### config.mk
export PLATFORM = sky130hd
export DESIGN_NAME = btd_decoder
export DESIGN_NICKNAME = d
export VERILOG_FILES = /design/src/hw/btd_pkg.sv /design/src/hw/btd_colour_unit.sv /design/src/hw/btd_decoder.sv
export SDC_FILE = /design/constraint.sdc
export NUM_CORES = 1
export LEC_CHECK = 0
export BUFFER_PORTS_ARGS = -buffer_cell sky130_fd_sc_hd__clkbuf_2
export CELL_PAD_IN_SITES_DETAIL_PLACEMENT = 0
export CELL_PAD_IN_SITES_GLOBAL_PLACEMENT = 1
export CORE_MARGIN = 2
export CORE_UTILIZATION = 51
export CTS_CLUSTER_SIZE = 16
export DETAILED_ROUTE_END_ITERATION = 10
export PLACE_DENSITY = 0.9
export SYNTH_ARGS = -nofsm -noshare
export SYNTH_HDL_FRONTEND = slang
export SYNTH_HIERARCHICAL = 1
export SYNTH_SLANG_ARGS = --single-unit
### constraint.sdc
create_clock -name clock_i -period 16 [get_ports clock_i]
set_clock_uncertainty 0.05 [all_clocks]
set_input_delay 0.8 -clock clock_i [delete_from_list [all_inputs] [get_ports clock_i]]
set_output_delay 0.8 -clock clock_i [all_outputs]
set_load 0.01 [all_outputs]
### src/hw/btd_pkg.sv
// Shared types, constants and helpers for the block texture decoder
`default_nettype none

package btd_pkg;

  // ****************************************************************
  // Block formats
  // ****************************************************************
  typedef enum logic [1:0] {
    COLOUR_ONLY_BLOCK_FORMAT        = 2'b00,
    ONE_BIT_ALPHA_BLOCK_FORMAT      = 2'b01,
    EXPLICIT_ALPHA_BLOCK_FORMAT     = 2'b10,
    INTERPOLATED_ALPHA_BLOCK_FORMAT = 2'b11
  } btd_format_t;

  // ****************************************************************
  // Widths, field positions and fixed values
  // ****************************************************************
  localparam int COORD_W             = 12;   // Image width, height and texel coordinates
  localparam int BLOCK_COUNT_W       = 11;   // Blocks across or down an image
  localparam int OFFSET_W            = 26;   // Byte offsets and image sizes
  localparam logic [4:0] SMALL_BLOCK_BYTES = 5'h08;
  localparam logic [4:0] LARGE_BLOCK_BYTES = 5'h10;
  localparam int COLOUR_HALF_LSB     = 64;   // Colour half inside a large block
  localparam int FIRST_ENDPOINT_LSB  = 0;
  localparam int SECOND_ENDPOINT_LSB = 16;
  localparam int COLOUR_INDEX_LSB    = 32;
  localparam int RED_LSB             = 11;
  localparam int GREEN_LSB           = 5;
  localparam int BLUE_LSB            = 0;
  localparam int FIRST_ALPHA_LSB     = 0;
  localparam int SECOND_ALPHA_LSB    = 8;
  localparam int ALPHA_INDEX_LSB     = 16;
  localparam logic [7:0] OPAQUE_ALPHA         = 8'hFF;
  localparam logic [7:0] TRANSPARENT_ALPHA    = 8'h00;
  localparam logic [7:0] EXPLICIT_ALPHA_SCALE = 8'h11;  // 255 / 15
  localparam logic [1:0] BLOCK_ROUND          = 2'h3;   // Added before dividing by four

  // ****************************************************************
  // Carriers
  // ****************************************************************
  typedef struct packed {
    logic [7:0] red;
    logic [7:0] green;
    logic [7:0] blue;
  } btd_rgb_t;

  typedef struct packed {
    btd_rgb_t   rgb;
    logic [7:0] alpha;
  } btd_texel_t;

  typedef struct packed {
    btd_format_t          format;
    logic [127:0]         block;    // Byte n of the block at bits 8n+7..8n
    logic [COORD_W-1:0]   texel_x;
    logic [COORD_W-1:0]   texel_y;
    logic [COORD_W-1:0]   width;
    logic [COORD_W-1:0]   height;
  } btd_request_t;

  typedef struct packed {
    logic                 s1_valid;
    btd_request_t         s1_req;
    logic                 out_valid;
    btd_texel_t           out_texel;
    logic [OFFSET_W-1:0]  out_offset;
    logic [OFFSET_W-1:0]  out_image_bytes;
    logic                 out_outside;
  } btd_state_t;

  // ****************************************************************
  // Helpers
  // ****************************************************************
  // Position of a texel inside its block, 4*y+x
  function automatic logic [3:0] texel_slot(input logic [1:0] x, input logic [1:0] y);
    return {y, x};
  endfunction

  // Two-bit colour code of a texel
  function automatic logic [1:0] colour_code(input logic [63:0] half, input logic [3:0] slot);
    return half[COLOUR_INDEX_LSB + 2 * int'(slot) +: 2];
  endfunction

  // Packed 5-6-5 endpoint widened to eight bits per component
  function automatic btd_rgb_t unpack_565(input logic [15:0] pix);
    btd_rgb_t c;
    c.red   = {pix[RED_LSB +: 5], pix[RED_LSB + 2 +: 3]};
    c.green = {pix[GREEN_LSB +: 6], pix[GREEN_LSB + 4 +: 2]};
    c.blue  = {pix[BLUE_LSB +: 5], pix[BLUE_LSB + 2 +: 3]};
    return c;
  endfunction

  // (2a+b)/3 on one component
  function automatic logic [7:0] third_mix(input logic [7:0] a, input logic [7:0] b);
    logic [9:0] s;
    s = {1'b0, a, 1'b0} + {2'h0, b};
    return 8'(s / 10'h003);
  endfunction

  // Blocks needed to cover one image dimension
  function automatic logic [BLOCK_COUNT_W-1:0] blocks_across(input logic [COORD_W-1:0] dim);
    logic [COORD_W:0] s;
    s = {1'b0, dim} + {11'h000, BLOCK_ROUND};
    return s[COORD_W:2];
  endfunction

  // Bytes in one block of a format
  function automatic logic [4:0] block_bytes(input btd_format_t fmt);
    return fmt[1] ? LARGE_BLOCK_BYTES : SMALL_BLOCK_BYTES;
  endfunction

endpackage

`default_nettype wire
### src/hw/btd_colour_unit.sv
// Colour half decoder: endpoints, colour code and interpolation
`default_nettype none

module btd_colour_unit
  import btd_pkg::*;
(
  // Colour half of the block and texel position
  input  wire logic [63:0] colour_block_i,
  input  wire logic [3:0]  slot_i,
  input  wire logic        four_colour_i,
  // Decoded colour
  output var  btd_rgb_t    rgb_o,
  output var  logic        transparent_o
);

  logic [15:0] first_endpoint_colour;
  logic [15:0] second_endpoint_colour;
  btd_rgb_t    first_endpoint_rgb;
  btd_rgb_t    second_endpoint_rgb;
  logic [1:0]  code;
  logic        four_mode;
  logic [8:0]  sum_r;
  logic [8:0]  sum_g;
  logic [8:0]  sum_b;

  // ****************************************************************
  // Endpoint unpacking and palette pick
  // ****************************************************************
  always_comb begin
    first_endpoint_colour  = colour_block_i[FIRST_ENDPOINT_LSB +: 16];
    second_endpoint_colour = colour_block_i[SECOND_ENDPOINT_LSB +: 16];
    first_endpoint_rgb     = unpack_565(first_endpoint_colour);
    second_endpoint_rgb    = unpack_565(second_endpoint_colour);
    code                   = colour_code(colour_block_i, slot_i);
    // Large formats force the four-colour palette
    four_mode = four_colour_i || (first_endpoint_colour > second_endpoint_colour);
    sum_r = {1'b0, first_endpoint_rgb.red} + {1'b0, second_endpoint_rgb.red};
    sum_g = {1'b0, first_endpoint_rgb.green} + {1'b0, second_endpoint_rgb.green};
    sum_b = {1'b0, first_endpoint_rgb.blue} + {1'b0, second_endpoint_rgb.blue};
    case (code)
      2'h0: rgb_o = first_endpoint_rgb;
      2'h1: rgb_o = second_endpoint_rgb;
      2'h2: begin
        if (four_mode) begin
          rgb_o.red   = third_mix(first_endpoint_rgb.red, second_endpoint_rgb.red);
          rgb_o.green = third_mix(first_endpoint_rgb.green, second_endpoint_rgb.green);
          rgb_o.blue  = third_mix(first_endpoint_rgb.blue, second_endpoint_rgb.blue);
        end else begin
          rgb_o.red   = sum_r[8:1];
          rgb_o.green = sum_g[8:1];
          rgb_o.blue  = sum_b[8:1];
        end
      end
      default: begin
        if (four_mode) begin
          rgb_o.red   = third_mix(second_endpoint_rgb.red, first_endpoint_rgb.red);
          rgb_o.green = third_mix(second_endpoint_rgb.green, first_endpoint_rgb.green);
          rgb_o.blue  = third_mix(second_endpoint_rgb.blue, first_endpoint_rgb.blue);
        end else begin
          rgb_o = '0;
        end
      end
    endcase
    transparent_o = !four_mode && (code == 2'h3);
  end

endmodule

`default_nettype wire

### src/hw/btd_decoder.sv
// Block texture decoder top: address, colour and alpha decode in two stages
//
// Functional notes
// - Blocks are 4x4 texels of 64 or 128 bits
// - Image bytes: blocks across times down times size
// - Block offset from block row and column
// - Texels beyond a small image are don't-care
// - Endpoints and index word little-endian in address order
// - Endpoints unpack as 5-6-5 red, green, blue
// - Colour code from bits 2*(4y+x)+1..2*(4y+x)
// - First endpoint greater: four-colour thirds palette
// - Otherwise average for code 2, black for 3
// - Colour-only format always fully opaque
// - One-bit alpha zero only for transparent code
// - Explicit alpha: colour half always four-colour
// - Explicit alpha nibble at bits 4*(4y+x)+3..
// - Explicit alpha scaled as nibble over fifteen
// - Interpolated alpha: colour half always four-colour
// - Alpha endpoints are the first two bytes
// - Three-bit alpha codes from 48-bit index word
// - Alpha codes 0 and 1 pick the endpoints
`default_nettype none

module btd_decoder
  import btd_pkg::*;
(
  // Clock and reset
  input  wire logic                clock_i,
  input  wire logic                reset_n_i,
  // Request from texture fetch
  input  wire logic                req_valid_i,
  input  wire btd_request_t        req_i,
  // Answer to the sampler
  output logic                     texel_valid_o,
  output btd_texel_t               texel_o,
  output logic [OFFSET_W-1:0]      block_offset_o,
  output logic [OFFSET_W-1:0]      image_bytes_o,
  output logic                     texel_outside_o
);

  btd_state_t                 state;
  btd_state_t                 next_state;
  logic                       large_block;
  logic                       four_colour;
  logic [63:0]                colour_half;
  logic [63:0]                alpha_half;
  logic [3:0]                 slot;
  btd_rgb_t                   decoded_rgb;
  logic                       transparent;
  logic [3:0]                 alpha_nibble;
  logic [2:0]                 alpha_code;
  logic [7:0]                 first_alpha_endpoint;
  logic [7:0]                 second_alpha_endpoint;
  logic [47:0]                alpha_index_word;
  logic [7:0]                 alpha;
  logic [BLOCK_COUNT_W-1:0]   blocks_wide;
  logic [BLOCK_COUNT_W-1:0]   blocks_high;
  logic [OFFSET_W-1:0]        block_index;
  logic [OFFSET_W-1:0]        offset;
  logic [OFFSET_W-1:0]        image_bytes;

  // ****************************************************************
  // Block halves
  // ****************************************************************
  // Small formats hold only colour; large ones put alpha first
  always_comb begin
    large_block = state.s1_req.format[1];
    four_colour = large_block;
    colour_half = large_block ? state.s1_req.block[COLOUR_HALF_LSB +: 64]
                              : state.s1_req.block[63:0];
    alpha_half  = state.s1_req.block[63:0];
    slot        = texel_slot(state.s1_req.texel_x[1:0], state.s1_req.texel_y[1:0]);
  end

  // Colour decode of the selected half
  btd_colour_unit u_colour (
    .colour_block_i (colour_half),
    .slot_i         (slot),
    .four_colour_i  (four_colour),
    .rgb_o          (decoded_rgb),
    .transparent_o  (transparent)
  );

  // ****************************************************************
  // Alpha decode
  // ****************************************************************
  always_comb begin
    alpha_nibble          = alpha_half[4 * int'(slot) +: 4];
    first_alpha_endpoint  = alpha_half[FIRST_ALPHA_LSB +: 8];
    second_alpha_endpoint = alpha_half[SECOND_ALPHA_LSB +: 8];
    alpha_index_word      = alpha_half[ALPHA_INDEX_LSB +: 48];
    alpha_code            = alpha_index_word[3 * int'(slot) +: 3];
    case (state.s1_req.format)
      COLOUR_ONLY_BLOCK_FORMAT: begin
        alpha = OPAQUE_ALPHA;
      end
      ONE_BIT_ALPHA_BLOCK_FORMAT: begin
        alpha = transparent ? TRANSPARENT_ALPHA : OPAQUE_ALPHA;
      end
      EXPLICIT_ALPHA_BLOCK_FORMAT: begin
        alpha = 8'({4'h0, alpha_nibble} * EXPLICIT_ALPHA_SCALE);
      end
      INTERPOLATED_ALPHA_BLOCK_FORMAT: begin
        case (alpha_code)
          3'h1:    alpha = second_alpha_endpoint;
          // Codes above 1 fall back to the first endpoint
          default: alpha = first_alpha_endpoint;
        endcase
      end
      default: begin
        alpha = OPAQUE_ALPHA;
      end
    endcase
  end

  // ****************************************************************
  // Block addressing
  // ****************************************************************
  // Block row times blocks per row plus block column, scaled by size
  always_comb begin
    blocks_wide = blocks_across(state.s1_req.width);
    blocks_high = blocks_across(state.s1_req.height);
    block_index = OFFSET_W'(blocks_wide) * OFFSET_W'(state.s1_req.texel_y[COORD_W-1:2])
                + OFFSET_W'(state.s1_req.texel_x[COORD_W-1:2]);
    offset      = block_index * OFFSET_W'(block_bytes(state.s1_req.format));
    image_bytes = OFFSET_W'(blocks_wide) * OFFSET_W'(blocks_high)
                * OFFSET_W'(block_bytes(state.s1_req.format));
  end

  // ****************************************************************
  // Pipeline next state
  // ****************************************************************
  // Stage one captures the request, stage two holds the answer
  always_comb begin
    next_state          = state;
    next_state.s1_valid = req_valid_i;
    if (req_valid_i) begin
      next_state.s1_req = req_i;
    end
    next_state.out_valid = state.s1_valid;
    if (state.s1_valid) begin
      next_state.out_texel.rgb   = decoded_rgb;
      next_state.out_texel.alpha = alpha;
      next_state.out_offset      = offset;
      next_state.out_image_bytes = image_bytes;
      // Flag only; the texel itself is still decoded as stored
      next_state.out_outside     = (state.s1_req.texel_x >= state.s1_req.width)
                                || (state.s1_req.texel_y >= state.s1_req.height);
    end
  end

  // State register with synchronous clear
  always_ff @(posedge clock_i) begin
    if (!reset_n_i) begin
      state <= '0;
    end else begin
      state <= next_state;
    end
  end

  // Outputs straight from flip-flops
  assign texel_valid_o   = state.out_valid;
  assign texel_o         = state.out_texel;
  assign block_offset_o  = state.out_offset;
  assign image_bytes_o   = state.out_image_bytes;
  assign texel_outside_o = state.out_outside;

  // ****************************************************************
  // Checks
  // ****************************************************************
  logic [15:0]         chk_e0;
  logic [15:0]         chk_e1;
  logic [63:0]         chk_colour;
  logic [1:0]          chk_code;
  logic [3:0]          chk_slot;
  logic [7:0]          chk_r0;
  logic [7:0]          chk_r1;
  logic [7:0]          chk_b0;
  logic [7:0]          chk_b1;
  logic [OFFSET_W-1:0] chk_offset;

  // Reference values worked straight from the incoming request
  always_comb begin
    chk_colour = req_i.format[1] ? req_i.block[127:64] : req_i.block[63:0];
    chk_e0     = chk_colour[15:0];
    chk_e1     = chk_colour[31:16];
    chk_slot   = {req_i.texel_y[1:0], req_i.texel_x[1:0]};
    chk_code   = chk_colour[32 + 2 * int'(chk_slot) +: 2];
    chk_r0     = {chk_e0[15:11], chk_e0[15:13]};
    chk_r1     = {chk_e1[15:11], chk_e1[15:13]};
    chk_b0     = {chk_e0[4:0], chk_e0[4:2]};
    chk_b1     = {chk_e1[4:0], chk_e1[4:2]};
    chk_offset = OFFSET_W'(block_bytes(req_i.format))
               * ((OFFSET_W'(req_i.width) + 26'h0000003) / 26'h0000004 * OFFSET_W'(req_i.texel_y[COORD_W-1:2])
               + OFFSET_W'(req_i.texel_x[COORD_W-1:2]));
  end

  property p_fixed_latency;
    @(posedge clock_i) disable iff (!reset_n_i)
    req_valid_i |-> ##2 texel_valid_o;
  endproperty
  a_fixed_latency: assert property (p_fixed_latency) else $error("answer not two cycles after request");

  // No answer strobe without a request two edges before
  property p_no_spurious_answer;
    @(posedge clock_i) disable iff (!reset_n_i)
    !req_valid_i |-> ##2 !texel_valid_o;
  endproperty
  a_no_spurious_answer: assert property (p_no_spurious_answer) else $error("answer without request");

  property p_block_offset;
    @(posedge clock_i) disable iff (!reset_n_i)
    req_valid_i |-> ##2 block_offset_o == $past(chk_offset, 2);
  endproperty
  a_block_offset: assert property (p_block_offset) else $error("block byte offset wrong");

  property p_endpoint_red;
    @(posedge clock_i) disable iff (!reset_n_i)
    req_valid_i && chk_code == 2'h0 |-> ##2 texel_o.rgb.red == $past(chk_r0, 2);
  endproperty
  a_endpoint_red: assert property (p_endpoint_red) else $error("code 0 red differs from first endpoint");

  property p_four_colour_third;
    @(posedge clock_i) disable iff (!reset_n_i)
    req_valid_i && chk_e0 > chk_e1 && chk_code == 2'h2
      |-> ##2 texel_o.rgb.red == $past(third_mix(chk_r0, chk_r1), 2);
  endproperty
  a_four_colour_third: assert property (p_four_colour_third) else $error("code 2 red is not two thirds mix");

  property p_black_code;
    @(posedge clock_i) disable iff (!reset_n_i)
    req_valid_i && !req_i.format[1] && chk_e0 <= chk_e1 && chk_code == 2'h3
      |-> ##2 texel_o.rgb == '0;
  endproperty
  a_black_code: assert property (p_black_code) else $error("three-colour code 3 not black");

  property p_colour_only_opaque;
    @(posedge clock_i) disable iff (!reset_n_i)
    req_valid_i && req_i.format == COLOUR_ONLY_BLOCK_FORMAT |-> ##2 texel_o.alpha == OPAQUE_ALPHA;
  endproperty
  a_colour_only_opaque: assert property (p_colour_only_opaque) else $error("colour-only texel not opaque");

  property p_one_bit_alpha;
    @(posedge clock_i) disable iff (!reset_n_i)
    req_valid_i && req_i.format == ONE_BIT_ALPHA_BLOCK_FORMAT
      |-> ##2 (texel_o.alpha == TRANSPARENT_ALPHA) == $past(chk_e0 <= chk_e1 && chk_code == 2'h3, 2);
  endproperty
  a_one_bit_alpha: assert property (p_one_bit_alpha) else $error("one-bit alpha wrong");

  property p_forced_four_colour;
    @(posedge clock_i) disable iff (!reset_n_i)
    req_valid_i && req_i.format[1] && chk_e0 <= chk_e1 && chk_code == 2'h3
      |-> ##2 texel_o.rgb.blue == $past(third_mix(chk_b1, chk_b0), 2);
  endproperty
  a_forced_four_colour: assert property (p_forced_four_colour) else $error("large block not four-colour");

  property p_explicit_alpha;
    @(posedge clock_i) disable iff (!reset_n_i)
    req_valid_i && req_i.format == EXPLICIT_ALPHA_BLOCK_FORMAT
      |-> ##2 texel_o.alpha == $past({2{req_i.block[4 * int'(chk_slot) +: 4]}}, 2);
  endproperty
  a_explicit_alpha: assert property (p_explicit_alpha) else $error("explicit alpha not nibble over fifteen");

  property p_alpha_endpoint;
    @(posedge clock_i) disable iff (!reset_n_i)
    req_valid_i && req_i.format == INTERPOLATED_ALPHA_BLOCK_FORMAT
      && req_i.block[16 + 3 * int'(chk_slot) +: 3] == 3'h1
      |-> ##2 texel_o.alpha == $past(req_i.block[15:8], 2);
  endproperty
  a_alpha_endpoint: assert property (p_alpha_endpoint) else $error("alpha code 1 not second endpoint");

endmodule

`default_nettype wire

== Word-level counts from Yosys, hierarchy flattened ==
Index checks and enable logic that the tools add are counted.

* Memory bits (read-only): 0
* Memories: 0
* RAM bits: 0
* Latch bits: 0
* Output and inout port bits: 86
* Register bits: 265
* Word-level logic and storage cells: 67

* $lt $le $gt $ge: 3
* Reduce and logical (&&, ||, !) cells: 6
* Add/sub/neg operators: 13
* $mul: 6
* Shift-type cells: 3
* Divide/modulo/power cells: 6
* Multiplexer cells: 8
* Equal/unequal tests: 7
* Bitwise gates (word level): 0

{| class="wikitable"
|+ Operators with widths
! operator !! count
|-
| $pmux 24 s3 || 1
|-
| $mux 64 || 1
|-
| $shiftx 64x32->2 || 1
|-
| $shiftx 64x7->4 || 1
|-
| $add 9x8->10 || 6
|-
| $div 10x2->10 const B || 6
|-
| $mul 22x5->26 || 2
|-
| $mux 24 || 2
|-
| $shiftx 48x7->3 || 1
|-
| $pmux 8 s4 || 1
|-
| $add 8x8->9 || 3
|-
| $add 12x2->13 const B || 2
|-
| $ge 12x12->1 || 2
|-
| $add 21x10->22 || 1
|-
| $mul 11x11->22 || 1
|-
| $mul 11x10->21 || 1
|-
| $gt 16x16->1 || 1
|-
| $mux 8 || 2
|-
| $eq 2x2->1 const B || 4
|-
| $mul 4x5->8 const B || 1
|-
| $add 6x5->7 const A || 1
|-
| $mul 2x4->6 const A || 1
|-
| $mux 5 || 1
|-
| $eq 2x1->1 const B || 2
|-
| 5 further kinds || 7
|}

== Depth between registers and ports, before layout ==
* Depth after elaboration: 7
* Depth in mapped cells: 39
* Gate-level depth less buffers: 39

== By module ==
The synthesis kept the hierarchy.

{| class="wikitable"
|+ Modules (own cells, without submodules)
! module !! area each (um2) !! cells an instance !! times used
|-
| btd_decoder || 23,029.6 || 2,486 || 1
|-
| btd_colour_unit || 8,714.6 || 1,342 || 1
|}

== Least setup slack after synthesis ==
OpenSTA, ideal clock, no wires.

* Path kind: reg2reg
* Start: reg state[86] (netlist bit)
* End: reg state (netlist bit image_bytes_o[24])
* Buffers on the path: 0
* Slack: 7,763 ps
* Stages on the path, launching flop included: 36
* Data arrival time: 8,065 ps
* Path through: dfxtp_1 > o21a_2 > and4_1 > nand2_1 > nor2_2 > nand2_1 > nor2_2 > nand2_1 > nor2_1 > nand2_1 > fa_1 > fa_1 > inv_1 > fa_1 > fa_1 > inv_1 > fa_1 > inv_1 > ha_1 > nand3_1 > o211ai_1 > a31o_2 > a21oi_1 > o21bai_1 > a21oi_1 > xor2_1 > nor2_1 > ha_1 > ha_1 > ha_1 > ha_1 > o21ai_1 > a21boi_0 > nor2_1 > o21ai_0 > a221o_1

* Cells in the longest elaborated chain, start to end: 3

{| class="wikitable"
|+ RTL lines
! what !! line !! source
|-
| start, declared || btd_decoder.sv:41 || <nowiki>btd_state_t state;</nowiki>
|-
| start signal, assigned || btd_decoder.sv:157 || <nowiki>state <= next_state;</nowiki>
|-
| $add 12x2->13 || btd_pkg.sv:104 || <nowiki>s = {1'b0, dim} + {11'h000, BLOCK_ROUND};</nowiki>
|-
| $mul 11x11->22 || btd_decoder.sv:126 || <nowiki>image_bytes = OFFSET_W'(blocks_wide) * OFFSET_W'(blocks_high)</nowiki>
|-
| $mul 22x5->26 || btd_decoder.sv:127 || <nowiki>* OFFSET_W'(block_bytes(state.s1_req.format));</nowiki>
|}

No other way between the ends.
A chain may end at the register's enable or synchronous reset.

== Worst setup path after layout ==
Ends and elaborated chain as after synthesis.

==> metrics.md <==
| Metric | Value |
|---|---|
| Seq/Total Area, Yosys | `16.3%` |
| Hold path endpoint | `state[224]` |
| Syn_area_per_cell | `8.29 um2` |
| Hold Path Origin | `req_i[138]` |
| Area grow syn2layout | `7.86%` |
| # IOs | `267` |
| Reg2Reg Depth | `33` |
| Clock buffer depth | `3` |
| Remaining Overflow, GRT | `0` |
| Vias in the first global route | `26476` |
| Reg2Reg Launch Point | `state[86]` |
| Core area | `61600 um2` |
| Endpoints failing setup | `0` |
| Synth cell types | `103` |
| Routed WL per cell | `18.9 um` |
| Root buf cell | `clkbuf_16` |
| Remaining DRCs | `0` |
| Tmin final | `9.13 ns` |
| Worst setup SP type | `flop` |
| # rows | `91` |
| CTS tree | `done` |
| Initial drt markers | `2161` |
| DR pass1 iterations | `6` |
| Slew @ Worst Pin | `1.08 ns` |
| Final period util | `57.1%` |
| Via density per instance | `5.82` |
| Die Footprint | `64300 um2` |
| Synth Instances | `3828` |
| RSZ-0062 raised after global routing | `false` |
| Final HPWL DP | `69700 um` |
| Final-report hold violation count | `0` |
| Clk pin slew, worst setup/hold paths | `0.06 ns` |
| First-pass GRT wire length | `144000 um` |
| Hold WS | `0.372 ns` |
| Most frequent cells in the layout | `inv_1 (318), nand2_1 (296), ha_1 (277)` |
| Vias | `27855` |
| Clock buffer count from CTS | `30` |
| Hold Path Class | `input port to flop` |
| Syn. warnings | `6` |
| Asr flop ratio synth | `0%` |
| Most common cell after layout, fill and taps aside | `inv_1` |
| Layout cell share with drive strength beyond 1 | `13.3%` |
| Initial Utilization | `51.5%` |
| CTS resizes | `0` |
| Rel. slew slack | `27.5%` |
| Setup CP Type | `flop to flop` |
| R2R Path End | `image_bytes_o[24]` |
| Critical Path AT | `9.60 ns` |
| Crit-path slowest cell | `fa_1` |
| Critical Path RT | `16.47 ns` |
| Leakage | `15.6 nW` |
| Post-synth EDFFs | `0` |
| Overall Global Routing Usage | `27.9%` |
| Post-CTS Setup Bufs | `0` |
| Die X | `253 um` |
| Antenna viol nets, final | `0` |
| Worst-Skew Late Latency | `0.64 ns` |
| Slew Viols, Final | `0` |
| Synthesized area | `31700 um2` |
| Crit path largest cell delay | `0.54 ns` |
| Worst vdd ir | `98.5 uV` |
| F_max | `110 MHz` |
| PortBufs | `260` |
| Largest net degree at the start of global routing | `101` |
| Nets | `4545` |
| CTS HTree Levels | `1` |
| Hold Path Depth | `3` |
| Setup TNS | `0 ns` |
| Status | `finished clean` |
| Clock sinks | `259` |
| Flop-to-flop setup slack | `6.87 ns` |
| Die Height | `253 um` |
| GP Congestion | `0.958` |
| Cell area power density | `78.8 nW/um2` |
| FILL cells | `5798` |
| DRT Wirelength | `90700 um` |
| Synth Register Bits | `259` |
| Antenna violations before repair | `10` |
| CP max FO | `8` |
| Max Cap Viol | `0` |
| CTS Hold Bufs | `0` |
| Critical path endpoint category | `flop` |
| Predominant post-synthesis flop cell | `dfxtp_1` |
-- metal layers --
layer | track usage, % | part of all wire, % | up-vias
met5 | 0 | 0.014 | -
met1 | 37.7 | 44 | 13267
met4 | 10.0 | 3.6 | 2
met3 | 3.88 | 7.2 | 177
li1 | - | - | 13396
met2 | 45.3 | 45 | 1013
-- critical path, delay by kind of cell, from the launching register on --
kind	cells	cell delay (ns)
AOI/OAI and AO/OA	11	2.02
xor gates and xnor gates	1	0.20
adders and majority gates	10	4.24
buffers and inverters	1	0.04
DFF	1	0.38
and+or+nand+nor	10	2.05
-- cell type report --
type,count,area (um2),share of cell area [%]
sequential,259,5190,15.2
tap,837,1050,3.06
multi-input combinational,3011,24100,70.4
clock inverter,19,283,0.826
inverter,324,1220,3.55
clock buffer,36,823,2.40
timing repair buffer,291,1550,4.53
antenna,8,20.0,0.0585
-- sequential cells by signal (all words and copies together), names as in the netlist --
register / cells
state: 109
next_state: 1
four_colour: 1
slot: 4
texel_outside_o: 1
texel_o: 32
image_bytes_o: 23
block_offset_o: 23
texel_valid_o: 1
alpha_half: 64
-- where the power goes --
part           internal, mW  leakage (nW)  switching, mW  total (mW)
sequential            0.689          2.13         0.0535       0.743
combinational         0.475          12.9          0.707        1.18
clock                 0.464         0.543          0.311       0.775
-- worst max-delay path by stage --
stage / startpoint / to / slack [ns] / cells after the start
after floorplan: state[86] / image_bytes_o[24] / 7.76 / 35
after CTS: state[86] / image_bytes_o[24] / 6.92 / 33
final: state[86] / image_bytes_o[24] / 6.87 / 33
after global routing: state[88] / image_bytes_o[25] / 6.21 / 36
after global placement: state[86] / image_bytes_o[24] / 7.14 / 35
after detailed placement: state[86] / image_bytes_o[24] / 6.96 / 35
-- Yosys cell counts, types with 77 or more instances --
master      n  area, um2
nor2b_1   264       1650
nand3_1    77        385
nor2_1    254        953
mux2_2     82        923
ha_1      277       3470
dfxtp_1   259       5180
nor3_1     90        450
mux2i_1   265       2650
nand2_1   296       1110
clkbuf_1  135        507
fa_1      170       3400
o21ai_0   156        781
xnor2_1   117       1020
inv_1     318       1190
a21oi_1   167        836
and2_1     89        557
buf_4      90        676
-- cell families (layout without fill, tap and decap cells) --
kind of cell             count (synthesis)  count (layout)  share of synthesized area [%]
AND/OR/NAND/NOR                       1238            1238                           19.8
AO/OA/AOI/OAI                          746             746                           16.1
buffers and inverters                  597             670                           8.19
adder cells (fa/ha/maj)                447             447                           21.6
multiplexers                           377             377                           13.4
flip-flops                             259             259                           16.3
XOR/XNOR                               163             163                           4.54
other                                    1              48                         0.0118
-- through the flow --
stage | utilization (%) | worst slack, ns | cell area, um2 | power (mW) | cells
6_report | 55.6 | 6.87 | 34200 | 2.70 | 4785
5_1_grt | 55.6 | 6.21 | 34200 | 2.87 | 4785
2_1_floorplan | - | 7.76 | 31900 | 1.64 | 3867
4_1_cts | 55.6 | 6.92 | 34200 | 2.69 | 4777
3_3_place_gp | 53.8 | 7.14 | 33100 | 1.91 | 4722
3_5_place_dp | 53.8 | 6.96 | 33100 | 1.91 | 4722
No activity file was read; power rests on OpenSTA's default activity.
